<file path="src/design/pacc_pkg.sv">
// Package for the pulse accumulator and periodic tick block
package pacc_pkg;
  // Byte addresses of the registers on APB
  localparam logic [7:0] ADDR_FLAGS = 8'h00;
  localparam logic [7:0] ADDR_MASK = 8'h04;
  localparam logic [7:0] ADDR_CTRL = 8'h08;
  localparam logic [7:0] ADDR_COUNT = 8'h0C;
  localparam logic [7:0] ADDR_MAIN_LO = 8'h10;
  localparam logic [7:0] ADDR_MAIN_HI = 8'h14;
  // Flag and mask bit positions (shared layout)
  localparam int BIT_WRAP = 7;
  localparam int BIT_TICK = 6;
  localparam int BIT_OVF = 5;
  localparam int BIT_EDGE = 4;
  // Control bit positions
  localparam int BIT_ENABLE = 6;
  localparam int BIT_MODE = 5;
  localparam int BIT_EDGESEL = 4;
  localparam int BIT_CAPSEL = 2;
  localparam int RATE_LSB = 0;
  // Implemented bit masks
  localparam logic [7:0] FLAG_MASK = 8'hF0;
  localparam logic [7:0] CTRL_MASK = 8'h77;
  // Reset values
  localparam logic [7:0] CTRL_RESET = 8'h00;
  localparam logic [7:0] MASK_RESET = 8'h00;
  // Periodic tick base exponent, gate tick divide, E clock divide
  localparam int TICK_BASE_LOG2 = 13;
  localparam int GATE_DIV = 64;
  localparam int E_DIV = 2;
  localparam logic [15:0] MAIN_ONES = 16'hFFFF;
  localparam logic [7:0] COUNT_ONES = 8'hFF;
  // APB request carried as one struct
  typedef struct packed {
    logic psel;
    logic penable;
    logic pwrite;
    logic [7:0] paddr;
    logic [31:0] pwdata;
  } pacc_apb_req_t;
  // Whole block state
  typedef struct packed {
    logic [7:0] flags;
    logic [7:0] mask;
    logic [7:0] ctrl;
    logic [7:0] count;
    logic [15:0] main_cnt;
    logic [18:0] tick_div;
    logic [5:0] gate_div;
    logic e_phase;
    logic [1:0] pin_sync;
    logic pin_prev;
    logic [31:0] prdata;
    logic pready;
    logic [3:0] irq;
    logic compare5_en;
    logic capture4_en;
  } pacc_state_t;
endpackage

</file>
<file path="src/design/pacc_top.sv">
// Pulse accumulator, periodic tick and second timer flag register behind APB
//
// Decided for this implementation: the address map and the APB slave port.
`timescale 1ns/1ps
module pacc_top #(
  parameter int TICK_MAX_LOG2 = pacc_pkg::TICK_BASE_LOG2 + 3
) (
  // Clock, reset, enable
  input wire logic pclk,
  input wire logic presetn,
  input wire logic clk_en,
  // APB slave
  input wire logic psel,
  input wire logic penable,
  input wire logic pwrite,
  input wire logic [7:0] paddr,
  input wire logic [31:0] pwdata,
  output logic [31:0] prdata,
  output logic pready,
  output logic pslverr,
  // Accumulator input pin
  input wire logic accumulator_input_pin,
  // Interrupt requests: wrap, tick, overflow, edge
  output logic [3:0] irq_req,
  // Timer function select outputs
  output logic compare5_en,
  output logic capture4_en
);
  pacc_pkg::pacc_state_t s_q;
  pacc_pkg::pacc_state_t s_d;
  pacc_pkg::pacc_apb_req_t req;

  // Register select shared by read and write paths
  function automatic logic sel(input logic [7:0] a, input logic [7:0] target);
    sel = (a == target);
  endfunction

  assign req = '{psel: psel, penable: penable, pwrite: pwrite, paddr: paddr, pwdata: pwdata};

  logic wr_acc;
  logic rd_setup;
  logic e_tick;
  logic pin_now;
  logic rise;
  logic fall;
  logic sel_edge;
  logic active_lvl;
  logic gate_tick;
  logic inc;
  logic tick_done;
  logic [1:0] rate;
  logic [7:0] wdat;
  logic [7:0] set_flags;
  logic [7:0] count_next;
  logic [18:0] tick_limit;

  // Decode and event terms
  always_comb
  begin
    wr_acc = req.psel && req.penable && req.pwrite;
    rd_setup = req.psel && !req.penable && !req.pwrite;
    wdat = req.pwdata[7:0];
    // E clock is pclk over two; the accumulator moves only in the E phase
    e_tick = s_q.e_phase;
    pin_now = s_q.pin_sync[1];
    rise = pin_now && !s_q.pin_prev;
    fall = !pin_now && s_q.pin_prev;
    // Edge select: zero falling, one rising
    sel_edge = s_q.ctrl[pacc_pkg::BIT_EDGESEL] ? rise : fall;
    // Gated inhibit: bit zero blocks while low, one blocks while high
    active_lvl = s_q.ctrl[pacc_pkg::BIT_EDGESEL] ? !pin_now : pin_now;
    gate_tick = e_tick && (s_q.gate_div == 6'(pacc_pkg::GATE_DIV - 1));
    // Event mode samples the pin every E cycle, so edges up to E/2 are seen
    inc = s_q.ctrl[pacc_pkg::BIT_ENABLE] && e_tick &&
          (s_q.ctrl[pacc_pkg::BIT_MODE] ? (gate_tick && active_lvl) : sel_edge);
    rate = s_q.ctrl[pacc_pkg::RATE_LSB +: 2];
    // Period is 2^(13+rate) E cycles, so twice that in pclk cycles
    tick_limit = 19'((19'd1 << (pacc_pkg::TICK_BASE_LOG2 + 32'(rate))) * pacc_pkg::E_DIV - 1);
    tick_done = (s_q.tick_div >= tick_limit);
    count_next = s_q.count + 8'h01;
  end

  // Next state
  always_comb
  begin
    s_d = s_q;
    set_flags = 8'h00;
    if (clk_en)
    begin
      s_d.e_phase = !s_q.e_phase;
      s_d.pin_sync = {s_q.pin_sync[0], accumulator_input_pin};
      if (e_tick)
      begin
        // History moves once per E cycle, so an edge seen in the off phase waits for the next E tick
        s_d.pin_prev = s_q.pin_sync[1];
        s_d.gate_div = s_q.gate_div + 6'h01;
        s_d.main_cnt = s_q.main_cnt + 16'h0001;
        if (s_q.main_cnt == pacc_pkg::MAIN_ONES)
          set_flags[pacc_pkg::BIT_WRAP] = 1'b1;
      end
      // Free-running tick divider restarts at timeout only
      if (tick_done)
      begin
        s_d.tick_div = '0;
        set_flags[pacc_pkg::BIT_TICK] = 1'b1;
      end
      else
        s_d.tick_div = s_q.tick_div + 19'h0_0001;
      if (s_q.ctrl[pacc_pkg::BIT_ENABLE] && e_tick && sel_edge)
        set_flags[pacc_pkg::BIT_EDGE] = 1'b1;
      // Increment in the E phase; reads are captured in the setup cycle
      if (inc)
      begin
        s_d.count = count_next;
        if (s_q.count == pacc_pkg::COUNT_ONES)
          set_flags[pacc_pkg::BIT_OVF] = 1'b1;
      end
      s_d.pready = req.psel && !req.penable;
      // Writes: flags clear on one, set wins over clear
      if (wr_acc)
      begin
        if (sel(req.paddr, pacc_pkg::ADDR_FLAGS))
          s_d.flags = s_q.flags & ~(wdat & pacc_pkg::FLAG_MASK);
        if (sel(req.paddr, pacc_pkg::ADDR_MASK))
          s_d.mask = wdat & pacc_pkg::FLAG_MASK;
        if (sel(req.paddr, pacc_pkg::ADDR_CTRL))
          s_d.ctrl = wdat & pacc_pkg::CTRL_MASK;
        if (sel(req.paddr, pacc_pkg::ADDR_COUNT))
          s_d.count = wdat;
      end
      s_d.flags = s_d.flags | set_flags;
      // Read data captured in setup, driven during access
      if (rd_setup)
      begin
        s_d.prdata = '0;
        case (1'b1)
          sel(req.paddr, pacc_pkg::ADDR_FLAGS): s_d.prdata[7:0] = s_q.flags & pacc_pkg::FLAG_MASK;
          sel(req.paddr, pacc_pkg::ADDR_MASK): s_d.prdata[7:0] = s_q.mask;
          sel(req.paddr, pacc_pkg::ADDR_CTRL): s_d.prdata[7:0] = s_q.ctrl;
          sel(req.paddr, pacc_pkg::ADDR_COUNT): s_d.prdata[7:0] = s_q.count;
          sel(req.paddr, pacc_pkg::ADDR_MAIN_LO): s_d.prdata[7:0] = s_q.main_cnt[7:0];
          sel(req.paddr, pacc_pkg::ADDR_MAIN_HI): s_d.prdata[7:0] = s_q.main_cnt[15:8];
          default: s_d.prdata = '0;
        endcase
      end
      // Requests follow flags; enables never touch flags
      s_d.irq = s_q.flags[7:4] & s_q.mask[7:4];
      s_d.compare5_en = !s_q.ctrl[pacc_pkg::BIT_CAPSEL];
      s_d.capture4_en = s_q.ctrl[pacc_pkg::BIT_CAPSEL];
    end
  end

  // State register; count has no reset value in the real part, zero here for X safety
  always_ff @(posedge pclk or negedge presetn)
  begin
    if (!presetn)
    begin
      s_q <= '0;
      s_q.compare5_en <= 1'b1;
    end
    else
      s_q <= s_d;
  end

  // Outputs straight from flops, pslverr tied low
  assign prdata = s_q.prdata;
  assign pready = s_q.pready;
  assign pslverr = 1'b0;
  assign irq_req = s_q.irq;
  assign compare5_en = s_q.compare5_en;
  assign capture4_en = s_q.capture4_en;

  // Checks
  // The wrap from all ones raises the wrap flag
  property p_wrap;
    @(posedge pclk) disable iff (!presetn)
      (clk_en && e_tick && s_q.main_cnt == pacc_pkg::MAIN_ONES) |=> s_q.flags[pacc_pkg::BIT_WRAP];
  endproperty
  a_wrap: assert property (p_wrap) else $error("wrap flag not set");

  // A one on the edge bit clears it unless an edge lands too
  property p_clear;
    @(posedge pclk) disable iff (!presetn)
      (clk_en && wr_acc && sel(req.paddr, pacc_pkg::ADDR_FLAGS) && wdat[pacc_pkg::BIT_EDGE] && !set_flags[pacc_pkg::BIT_EDGE])
      |=> !s_q.flags[pacc_pkg::BIT_EDGE];
  endproperty
  a_clear: assert property (p_clear) else $error("edge flag not cleared");

  // Timeout sets the tick flag and restarts the divider
  property p_tick;
    @(posedge pclk) disable iff (!presetn)
      (clk_en && tick_done) |=> (s_q.flags[pacc_pkg::BIT_TICK] && s_q.tick_div == '0);
  endproperty
  a_tick: assert property (p_tick) else $error("tick flag missing");

  // Unused low flag bits never hold a one
  property p_low;
    @(posedge pclk) disable iff (!presetn)
      pready |-> (s_q.flags[3:0] == 4'h0);
  endproperty
  a_low: assert property (p_low) else $error("low flag bits set");

  // A disabled accumulator keeps its count
  property p_off;
    @(posedge pclk) disable iff (!presetn)
      (!s_q.ctrl[pacc_pkg::BIT_ENABLE] && !wr_acc) |=> $stable(s_q.count);
  endproperty
  a_off: assert property (p_off) else $error("count moved while off");

  // Rolling over from all ones wraps to zero and flags it; a count write wins
  property p_ovf;
    @(posedge pclk) disable iff (!presetn)
      (clk_en && inc && s_q.count == pacc_pkg::COUNT_ONES && !(wr_acc && sel(req.paddr, pacc_pkg::ADDR_COUNT)))
      |=> (s_q.count == 8'h00 && s_q.flags[pacc_pkg::BIT_OVF]);
  endproperty
  a_ovf: assert property (p_ovf) else $error("overflow wrong");

  // Each request line is flag and mask, one cycle late
  property p_irq;
    @(posedge pclk) disable iff (!presetn)
      clk_en ##1 clk_en |-> irq_req == ($past(s_q.flags[7:4]) & $past(s_q.mask[7:4]));
  endproperty
  a_irq: assert property (p_irq) else $error("request mismatch");

  // Exactly one of compare5 and capture4 is live
  property p_sel;
    @(posedge pclk) disable iff (!presetn)
      compare5_en != capture4_en;
  endproperty
  a_sel: assert property (p_sel) else $error("both functions active");

  // A selected edge with the accumulator enabled always leaves the edge flag set
  property p_edge_set;
    @(posedge pclk) disable iff (!presetn)
      (clk_en && s_q.ctrl[pacc_pkg::BIT_ENABLE] && e_tick && sel_edge)
      |=> s_q.flags[pacc_pkg::BIT_EDGE];
  endproperty
  a_edge_set: assert property (p_edge_set) else $error("edge flag not set");

  // Enabled edge flag raises its own request
  property p_edge_irq;
    @(posedge pclk) disable iff (!presetn)
      (clk_en && s_q.flags[pacc_pkg::BIT_EDGE] && s_q.mask[pacc_pkg::BIT_EDGE])
      |=> irq_req[0];
  endproperty
  a_edge_irq: assert property (p_edge_irq) else $error("edge request missing");

  // Enabled overflow flag raises its own request
  property p_ovf_irq;
    @(posedge pclk) disable iff (!presetn)
      (clk_en && s_q.flags[pacc_pkg::BIT_OVF] && s_q.mask[pacc_pkg::BIT_OVF])
      |=> irq_req[1];
  endproperty
  a_ovf_irq: assert property (p_ovf_irq) else $error("overflow request missing");

  // Enabled wrap flag pairs with the mask bit in the same place
  property p_wrap_irq;
    @(posedge pclk) disable iff (!presetn)
      (clk_en && s_q.flags[pacc_pkg::BIT_WRAP] && s_q.mask[pacc_pkg::BIT_WRAP])
      |=> irq_req[3];
  endproperty
  a_wrap_irq: assert property (p_wrap_irq) else $error("wrap request missing");

  // A masked tick never requests
  property p_tick_mask;
    @(posedge pclk) disable iff (!presetn)
      (clk_en && !s_q.mask[pacc_pkg::BIT_TICK])
      |=> !irq_req[2];
  endproperty
  a_tick_mask: assert property (p_tick_mask) else $error("masked tick requested");

  // Bit six written high clears the tick flag when no timeout lands
  property p_tick_clear;
    @(posedge pclk) disable iff (!presetn)
      (clk_en && wr_acc && sel(req.paddr, pacc_pkg::ADDR_FLAGS) && wdat[pacc_pkg::BIT_TICK] && !tick_done)
      |=> !s_q.flags[pacc_pkg::BIT_TICK];
  endproperty
  a_tick_clear: assert property (p_tick_clear) else $error("tick flag not cleared");

  // Bit five written high clears the overflow flag when no rollover lands
  property p_ovf_clear;
    @(posedge pclk) disable iff (!presetn)
      (clk_en && wr_acc && sel(req.paddr, pacc_pkg::ADDR_FLAGS) && wdat[pacc_pkg::BIT_OVF] && !set_flags[pacc_pkg::BIT_OVF])
      |=> !s_q.flags[pacc_pkg::BIT_OVF];
  endproperty
  a_ovf_clear: assert property (p_ovf_clear) else $error("overflow flag not cleared");

  // A zero written to a flag never loses it
  property p_keep;
    @(posedge pclk) disable iff (!presetn)
      (clk_en && wr_acc && sel(req.paddr, pacc_pkg::ADDR_FLAGS))
      |=> (($past(s_q.flags) & ~$past(wdat) & ~s_q.flags) == 8'h00);
  endproperty
  a_keep: assert property (p_keep) else $error("flag lost on zero write");

  // Inactive gate level holds the count
  property p_gate_hold;
    @(posedge pclk) disable iff (!presetn)
      (clk_en && s_q.ctrl[pacc_pkg::BIT_ENABLE] && s_q.ctrl[pacc_pkg::BIT_MODE] && !active_lvl && !(wr_acc && sel(req.paddr, pacc_pkg::ADDR_COUNT)))
      |=> $stable(s_q.count);
  endproperty
  a_gate_hold: assert property (p_gate_hold) else $error("count moved while gated off");

  // Event mode without a selected edge holds the count
  property p_event_hold;
    @(posedge pclk) disable iff (!presetn)
      (clk_en && s_q.ctrl[pacc_pkg::BIT_ENABLE] && !s_q.ctrl[pacc_pkg::BIT_MODE] && !(e_tick && sel_edge) && !(wr_acc && sel(req.paddr, pacc_pkg::ADDR_COUNT)))
      |=> $stable(s_q.count);
  endproperty
  a_event_hold: assert property (p_event_hold) else $error("count moved without edge");

  // A selected edge in event mode adds exactly one
  property p_event_inc;
    @(posedge pclk) disable iff (!presetn)
      (clk_en && s_q.ctrl[pacc_pkg::BIT_ENABLE] && !s_q.ctrl[pacc_pkg::BIT_MODE] && e_tick && sel_edge && !(wr_acc && sel(req.paddr, pacc_pkg::ADDR_COUNT)))
      |=> s_q.count == 8'($past(s_q.count) + 8'h01);
  endproperty
  a_event_inc: assert property (p_event_inc) else $error("edge not counted");

  // A gate tick at the active level adds exactly one
  property p_gate_inc;
    @(posedge pclk) disable iff (!presetn)
      (clk_en && s_q.ctrl[pacc_pkg::BIT_ENABLE] && s_q.ctrl[pacc_pkg::BIT_MODE] && gate_tick && active_lvl && !(wr_acc && sel(req.paddr, pacc_pkg::ADDR_COUNT)))
      |=> s_q.count == 8'($past(s_q.count) + 8'h01);
  endproperty
  a_gate_inc: assert property (p_gate_inc) else $error("gate tick not counted");

  // A count write always lands, counting or not
  property p_count_wr;
    @(posedge pclk) disable iff (!presetn)
      (clk_en && wr_acc && sel(req.paddr, pacc_pkg::ADDR_COUNT))
      |=> s_q.count == $past(wdat);
  endproperty
  a_count_wr: assert property (p_count_wr) else $error("count write lost");

  // Count read returns the value from the setup cycle
  property p_rd_count;
    @(posedge pclk) disable iff (!presetn)
      (clk_en && rd_setup && sel(req.paddr, pacc_pkg::ADDR_COUNT))
      |=> prdata == {24'h00_0000, $past(s_q.count)};
  endproperty
  a_rd_count: assert property (p_rd_count) else $error("count read wrong");

  // Flag reads show zero in the low nibble
  property p_rd_flags;
    @(posedge pclk) disable iff (!presetn)
      (clk_en && rd_setup && sel(req.paddr, pacc_pkg::ADDR_FLAGS))
      |=> prdata[3:0] == 4'h0;
  endproperty
  a_rd_flags: assert property (p_rd_flags) else $error("low flag bits read high");

  // Capture select follows its control bit
  property p_capsel;
    @(posedge pclk) disable iff (!presetn)
      clk_en
      |=> capture4_en == $past(s_q.ctrl[pacc_pkg::BIT_CAPSEL]);
  endproperty
  a_capsel: assert property (p_capsel) else $error("capture select wrong");
endmodule // pacc_top

</file>
<file path="config.mk">
export PLATFORM = sky130hd
export DESIGN_NAME = pacc_top
export DESIGN_NICKNAME = d
export VERILOG_FILES = /design/src/design/pacc_pkg.sv /design/src/design/pacc_top.sv
export SDC_FILE = /design/constraint.sdc
export NUM_CORES = 1
export LEC_CHECK = 0
export BUFFER_PORTS_ARGS = -buffer_cell sky130_fd_sc_hd__buf_2
export CAP_MARGIN = 20
export CORE_ASPECT_RATIO = 0.7
export CORE_MARGIN = 5
export CORE_UTILIZATION = 35
export CTS_CLUSTER_SIZE = 14
export DETAILED_ROUTE_END_ITERATION = 6
export PLACE_DENSITY = 0.63
export SLEW_MARGIN = 10
export SYNTH_ARGS = -nofsm -noshare
export SYNTH_HDL_FRONTEND = slang
export SYNTH_SLANG_ARGS = --single-unit
</file>
<file path="constraint.sdc">
create_clock -name pclk -period 2.9 [get_ports pclk]
set_input_delay 0.58 -clock pclk [delete_from_list [all_inputs] [get_ports pclk]]
set_output_delay 0.58 -clock pclk [all_outputs]
set_load 0.05 [all_outputs]
</file>
==> impl_metrics.ini, run 1 <==
[logic_synthesis]
ys_ff_latch = 82
synthTopCellsByCount = dfrtp_1, nand2_1, buf_4
yosysWarnings = 0
avgSynthCellArea_um2 = 9.76
synthAdderAreaFrac = 0.0579
yosysSeqAreaShare = 0.432
synthFlopType = dfrtp_1
synth-simple-area-share = 0.194
yosysTopAreaCellShare = 0.426
synth_area_um2 = 4750
synthTopCellsByArea = dfrtp_1, buf_4, ha_1
netlist_instances = 487
synth.most_common_cell = dfrtp_1
ys_types = 61
synth_compound_area_frac = 0.120
synth_top_cell_by_area = dfrtp_1
synth_xor_area_frac = 0.0700
muxShareOfSynthArea = 0.0461
async_reset_ff_frac = 1.00
synth_top_family_by_area = simple AND/OR/NAND/NOR gates
synth_edf_count = 0

[pwr]
clockPowerShare = 0.395
ir_drop_v = 0.000234
swShare = 0.295
leakage_nw = 2.46
pwr-share-comb = 0.156
p_int_mw = 2.23
power_mw = 3.16
pwr-share-seq = 0.450
switching_power_uw = 932
powerDensity_nw_per_um2 = 583

[floorplanning]
die_h_um = 108
io_pins = 87
std_cell_rows = 35
core_um2 = 13200
dieArea_um2 = 16100
start_util = 0.360
die_x_um = 149

[placement]
hpwl_um = 8460
io_buffers = 37
gp_congestion = 0.901

[setup_path]
setup.worst_path.start_class = register
path_class = register to register
crit_required_ns = 3.14
cp.arrival_ns = 2.95
worstSetupEndpointType = register
crit_fanout = 10
worst-r2r-setup-slack_ns = 0.18
worstReg2RegEnd = s_q[53]$_DFFE_PN0P_
r2r_start = rate[1]$_DFFE_PN0P_
r2r_cells = 10

[sta]
setup_violations = 0
relSlewSlack = 0.440
period_share = 0.936
tns_ns = 0
whs_ns = 0.279
min_period_ns = 2.72
finalMaxSlewViolations = 0
max_freq_mhz = 368
fin_skew_ns = 0.00544
rsz0062_at_grt = no
tightest_slew_ns = 0.833
hold_violations = 0

[layout]
finish.utilization = 0.410
area_growth_syn_to_layout_pct = 14.0
antennaDiodeCount = 0
fillCellCount = 1286
multi_input_area_um2 = 2470
nets = 603
final_layout_size_suffix_gt1_frac = 0.186
seq_area_um2 = 2050

[grt]
grt_usage = 0.147
overflow = 0
grt_start_max_net_pins = 53
grt_pass1_wl_um = 18600
antenna_found_initial = 0
first_global_vias = 3490

[routing]
routed_wirelength_um = 11300
antenna_left = 0
drtIter0Drc = 379
wire_per_inst_um = 15.6
drtPass1Iterations = 5
vias = 3657
viasPerCell = 5.05
drc_errors = 0

[clock_tree]
cts.sinks = 82
cts_setup_buffers = 0
cts_buffers = 9
clock_latency_ns = 0.34
cts.path.max_buffers = 2
clock-root-buffer = clkbuf_16
htreeDepth = 3
clk_pin_slew_ns = 0.06
cts_tree = done
postCtsHoldBufs = 0
post_cts_resized = 0

[outcome]
status = completed

[worst_hold_path]
hold_class = primary input to asynchronous set/reset pin

[flow_run]
maxCapViolations = 0
==> flip-flops by register name, indices dropped and copies added (netlist names) <==
signal,cells
capture4_en,1
prdata,8
irq_req,4
pready,1
e_tick,1
pin_now,1
compare5_en,1
rate,2
s_q,63
==> worst max-delay path, stage by stage (launching register included) <==
cell	delay [ns]
dfrtp_1	0.43
or2_2	0.33
ha_1	0.18
nand2b_1	0.08
ha_1	0.25
a21oi_1	0.13
nand2_1	0.11
a2111oi_2	0.39
buf_4	0.19
a311oi_4	0.18
nor4_1	0.34
==> layout make-up <==
class / count / share of cell area
clock buffers: 10 / 0.0441
clock inverters: 6 / 0.0166
inverters: 11 / 0.00762
multi-input cells: 380 / 0.455
flip-flops and latches: 82 / 0.379
well taps: 185 / 0.0427
repair buffers: 50 / 0.0550
==> routing by layer <==
metal | vias up | track usage | routed length, um
met1 | 1760 | 0.221 | 5660
li1 | 1755 | - | -
met5 | - | 0 | 0
met2 | 127 | 0.203 | 4700
met3 | 15 | 0.0404 | 766
met4 | 0 | 0.0451 | 176
==> layout by cell type, fill, tap and decap left out, types with 3 or more instances in the layout <==
master | netlist | routed
o21a_1 | 4 | 4
a21oi_1 | 16 | 16
a22oi_1 | 9 | 9
xnor2_1 | 19 | 19
nand3_1 | 20 | 20
or3_1 | 4 | 4
clkbuf_16 | 0 | 9
buf_2 | 0 | 36
o221ai_1 | 4 | 4
buf_4 | 37 | 13
nand3b_1 | 3 | 3
ha_1 | 22 | 22
mux2_2 | 15 | 15
nor4_1 | 6 | 6
nor3_1 | 9 | 9
mux2i_1 | 5 | 5
nor3b_1 | 3 | 3
nand2_1 | 59 | 59
inv_1 | 10 | 10
xor2_1 | 19 | 19
o21ai_0 | 14 | 14
nor2_1 | 29 | 29
dfrtp_1 | 81 | 81
nor2_2 | 10 | 10
o31ai_1 | 4 | 4
o22ai_1 | 4 | 4
o2bb2ai_1 | 3 | 3
nand2b_1 | 4 | 4
and3_1 | 9 | 9
a31oi_1 | 3 | 3
conb_1 | 2 | 37
nand4_1 | 13 | 13
==> per-stage QoR <==
stage	worst slack, ns	cell area [um2]	std cells
floorplan	0.273	4890	522
global placement	0.275	5080	708
detailed placement	0.172	5080	708
CTS	0.142	5410	724
global route	0.0329	5420	724
finish	0.184	5420	724
==> power by group through the flow <==
stage	Combinational [mW]	Clock (mW)	Sequential, mW
finish	0.492	1.25	1.42
global placement	0.481	0	1.43
global route	0.549	1.33	1.44
floorplan	0.409	0	1.41
detailed placement	0.495	0	1.44
CTS	0.495	1.28	1.42
==> worst max-delay path by stage <==
stage,start,to,slack (ns),cells past startpoint
finish,rate[1]$_DFFE_PN0P_,s_q[53]$_DFFE_PN0P_,0.18,10
global route,rate[1]$_DFFE_PN0P_,s_q[53]$_DFFE_PN0P_,0.03,10
CTS,rate[1]$_DFFE_PN0P_,s_q[53]$_DFFE_PN0P_,0.14,10
detailed placement,rate[1]$_DFFE_PN0P_,s_q[53]$_DFFE_PN0P_,0.17,10
global placement,rate[1]$_DFFE_PN0P_,s_q[53]$_DFFE_PN0P_,0.27,10
floorplan,rate[1]$_DFFE_PN0P_,s_q[53]$_DFFE_PN0P_,0.27,9
==> kinds of logic (layout without fill, tap and decap cells) <==
family,after synthesis,after routing
other,2,37
buffers and inverters,60,77
DFF,82,82
xor gates and xnor gates,38,38
adders and majority gates,22,22
and+or+nand+nor,183,183
AOI/OAI and AO/OA,80,80
muxes,20,20
Note: power is estimated with default switching activity, not from simulation.
==> run 2, diff against run 1 <==
- BUFFER_PORTS_ARGS: -buffer_cell sky130_fd_sc_hd__buf_2 -> -buffer_cell sky130_fd_sc_hd__buf_4
==> run 2 against run 1 <==
Maximum frequency rose by 1.9%. Die area stayed put. Global-route usage shrank 0.77 points. Total power grew 0.25%. Clock skew increased by 0.00094 ns. First-iteration DRC count shrank 19%. Largest power group unchanged. Flip-flop and latch count unchanged. Non-clock buffer count down 2. Hold slack lost 0.0046 ns. Final area increased by 1.5%.
==> impl_metrics.ini, run 2 (synthesized netlist as in run 1, its figures left out) <==
[sta]
tightest_slew_ns = 0.744
finalMaxSlewViolations = 0
setup_violations = 0
rsz0062_at_grt = no
period_share = 0.919
fin_skew_ns = 0.00638
hold_violations = 0
whs_ns = 0.275
max_freq_mhz = 375
min_period_ns = 2.67
tns_ns = 0
relSlewSlack = 0.504
finalWorstSetupSlack_ns = 0.234

[floorplanning]
start_util = 0.360
core_um2 = 13200
std_cell_rows = 35
die_h_um = 108
io_pins = 87
dieArea_um2 = 16100
die_x_um = 149

[setup_path]
worst-r2r-setup-slack_ns = 0.23
crit_fanout = 11
worstReg2RegEnd = s_q[57]$_DFFE_PN0P_
worst-path-buf-inv = 1
r2r_cells = 8
setup.worst_path.start_class = register
cp.arrival_ns = 2.89
r2r_start = rate[1]$_DFFE_PN0P_
cp_slowest_cell = a311oi_4
critPathTopFamily = compound AO/OA/AOI/OAI gates
slowest_delay_ns = 0.68
worstSetupEndpointType = register
crit_required_ns = 3.12
path_class = register to register
crit_chain = or2_2 > ha_1 > ha_1 > o2111a_1 > nor2_1 > a311oi_4 > buf_6 > nor2_1

[placement]
gp_congestion = 0.900
dpl_cell_area_um2 = 5160
io_buffers = 37
hpwl_um = 8350
placedCellCount = 706
place_ws_ns = 0.201

[layout]
final_layout_size_suffix_gt1_frac = 0.182
fillCellCount = 1295
final_area_um2 = 5500
instances_no_fill = 722
final_cell_mix = dfrtp_1, nand2_1, buf_4
antennaDiodeCount = 0
area_growth_syn_to_layout_pct = 15.6
final_common_cell = dfrtp_1
largest_reg_flops = 63
nets = 601
regMostFlops = s_q

[grt]
antenna_found_initial = 0
grt_busiest_layer = met1
grt_usage = 0.139
use_met1 = 0.209
first_global_vias = 3283
use_met3 = 0.0446
grt_start_max_net_pins = 83
grt_pass1_wl_um = 17500
overflow = 0
gr-usage-met2 = 0.190

[pwr]
ir_drop_v = 0.000294
powerDensity_nw_per_um2 = 577
leakage_nw = 2.47

[routing]
wire_per_inst_um = 15.4
drc_errors = 0
routed_wirelength_um = 11100
antenna_left = 0
viasPerCell = 5.12
drtPass1Iterations = 5
drtIter0Drc = 308
vias = 3696

[clock_tree]
cts.sinks = 82
clock_latency_ns = 0.34
cts_buffers = 9
postCtsHoldBufs = 0
htreeDepth = 3
clk_pin_slew_ns = 0.06
cts_tree = done
clock-root-buffer = clkbuf_16
cts_setup_buffers = 0
cts.path.max_buffers = 2

[flow_run]
maxCapViolations = 0

[outcome]
status = completed

[worst_hold_path]
hold_class = primary input to asynchronous set/reset pin
==> run 2: cell count changes in the layout (fill, tap and decap cells not counted), sizes merged <==
cell,before,now
buf,50,48
==> run 2: metrics by stage <==
step	utilization	total power, mW
floorplan	-	1.82
global placement	0.390	1.93
detailed placement	0.390	1.95
CTS	0.415	3.20
global route	0.416	3.33
finish	0.416	3.17
==> run 2: cell type report <==
| cell class | instances | area [um2] | area share |
|---|---|---|---|
| clock buffer | 10 | 239 | 0.0435 |
| timing repair buffer | 48 | 377 | 0.0685 |
| inverter | 11 | 41.3 | 0.00751 |
| tap | 185 | 231 | 0.0421 |
| clock inverter | 6 | 90.1 | 0.0164 |
| sequential | 82 | 2050 | 0.373 |
| multi-input combinational | 380 | 2470 | 0.449 |
==> run 2: power breakdown <==
part / switching [mW] / internal (mW) / total [mW]
clock: 0.460 / 0.778 / 1.24
combinational: 0.317 / 0.193 / 0.510
sequential: 0.147 / 1.27 / 1.42
total: 0.924 / 2.25 / 3.17
==> run 2: worst max-delay path by stage <==
stage | startpoint | to | slack, ns | cells after the start
2_1_floorplan | rate[1]$_DFFE_PN0P_ | s_q[53]$_DFFE_PN0P_ | 0.27 | 9
3_3_place_gp | rate[1]$_DFFE_PN0P_ | s_q[57]$_DFFE_PN0P_ | 0.25 | 8
3_5_place_dp | rate[1]$_DFFE_PN0P_ | s_q[57]$_DFFE_PN0P_ | 0.20 | 8
4_1_cts | rate[1]$_DFFE_PN0P_ | s_q[57]$_DFFE_PN0P_ | 0.18 | 11
5_1_grt | rate[1]$_DFFE_PN0P_ | s_q[57]$_DFFE_PN0P_ | 0.02 | 11
6_report | rate[1]$_DFFE_PN0P_ | s_q[57]$_DFFE_PN0P_ | 0.23 | 8
==> run 2: timing repair <==
action	CTS	global route
setup endpoints to repair	0	9
hold endpoints to repair	0	0
gates resized for setup	0	2
==> run 2: routing by layer <==
metal | vias to the layer above | part of all wire
met5 | - | 0
met4 | 0 | 0.011
met3 | 9 | 0.077
met2 | 135 | 0.41
met1 | 1795 | 0.50
li1 | 1757 | -
==> run 2: worst register-to-register path: stages, from the launching register on <==
cell      delay (ns)
dfrtp_1         0.42
or2_2           0.33
ha_1            0.29
ha_1            0.28
o2111a_1        0.19
nor2_1          0.07
a311oi_4        0.68
buf_6           0.24
nor2_1          0.06
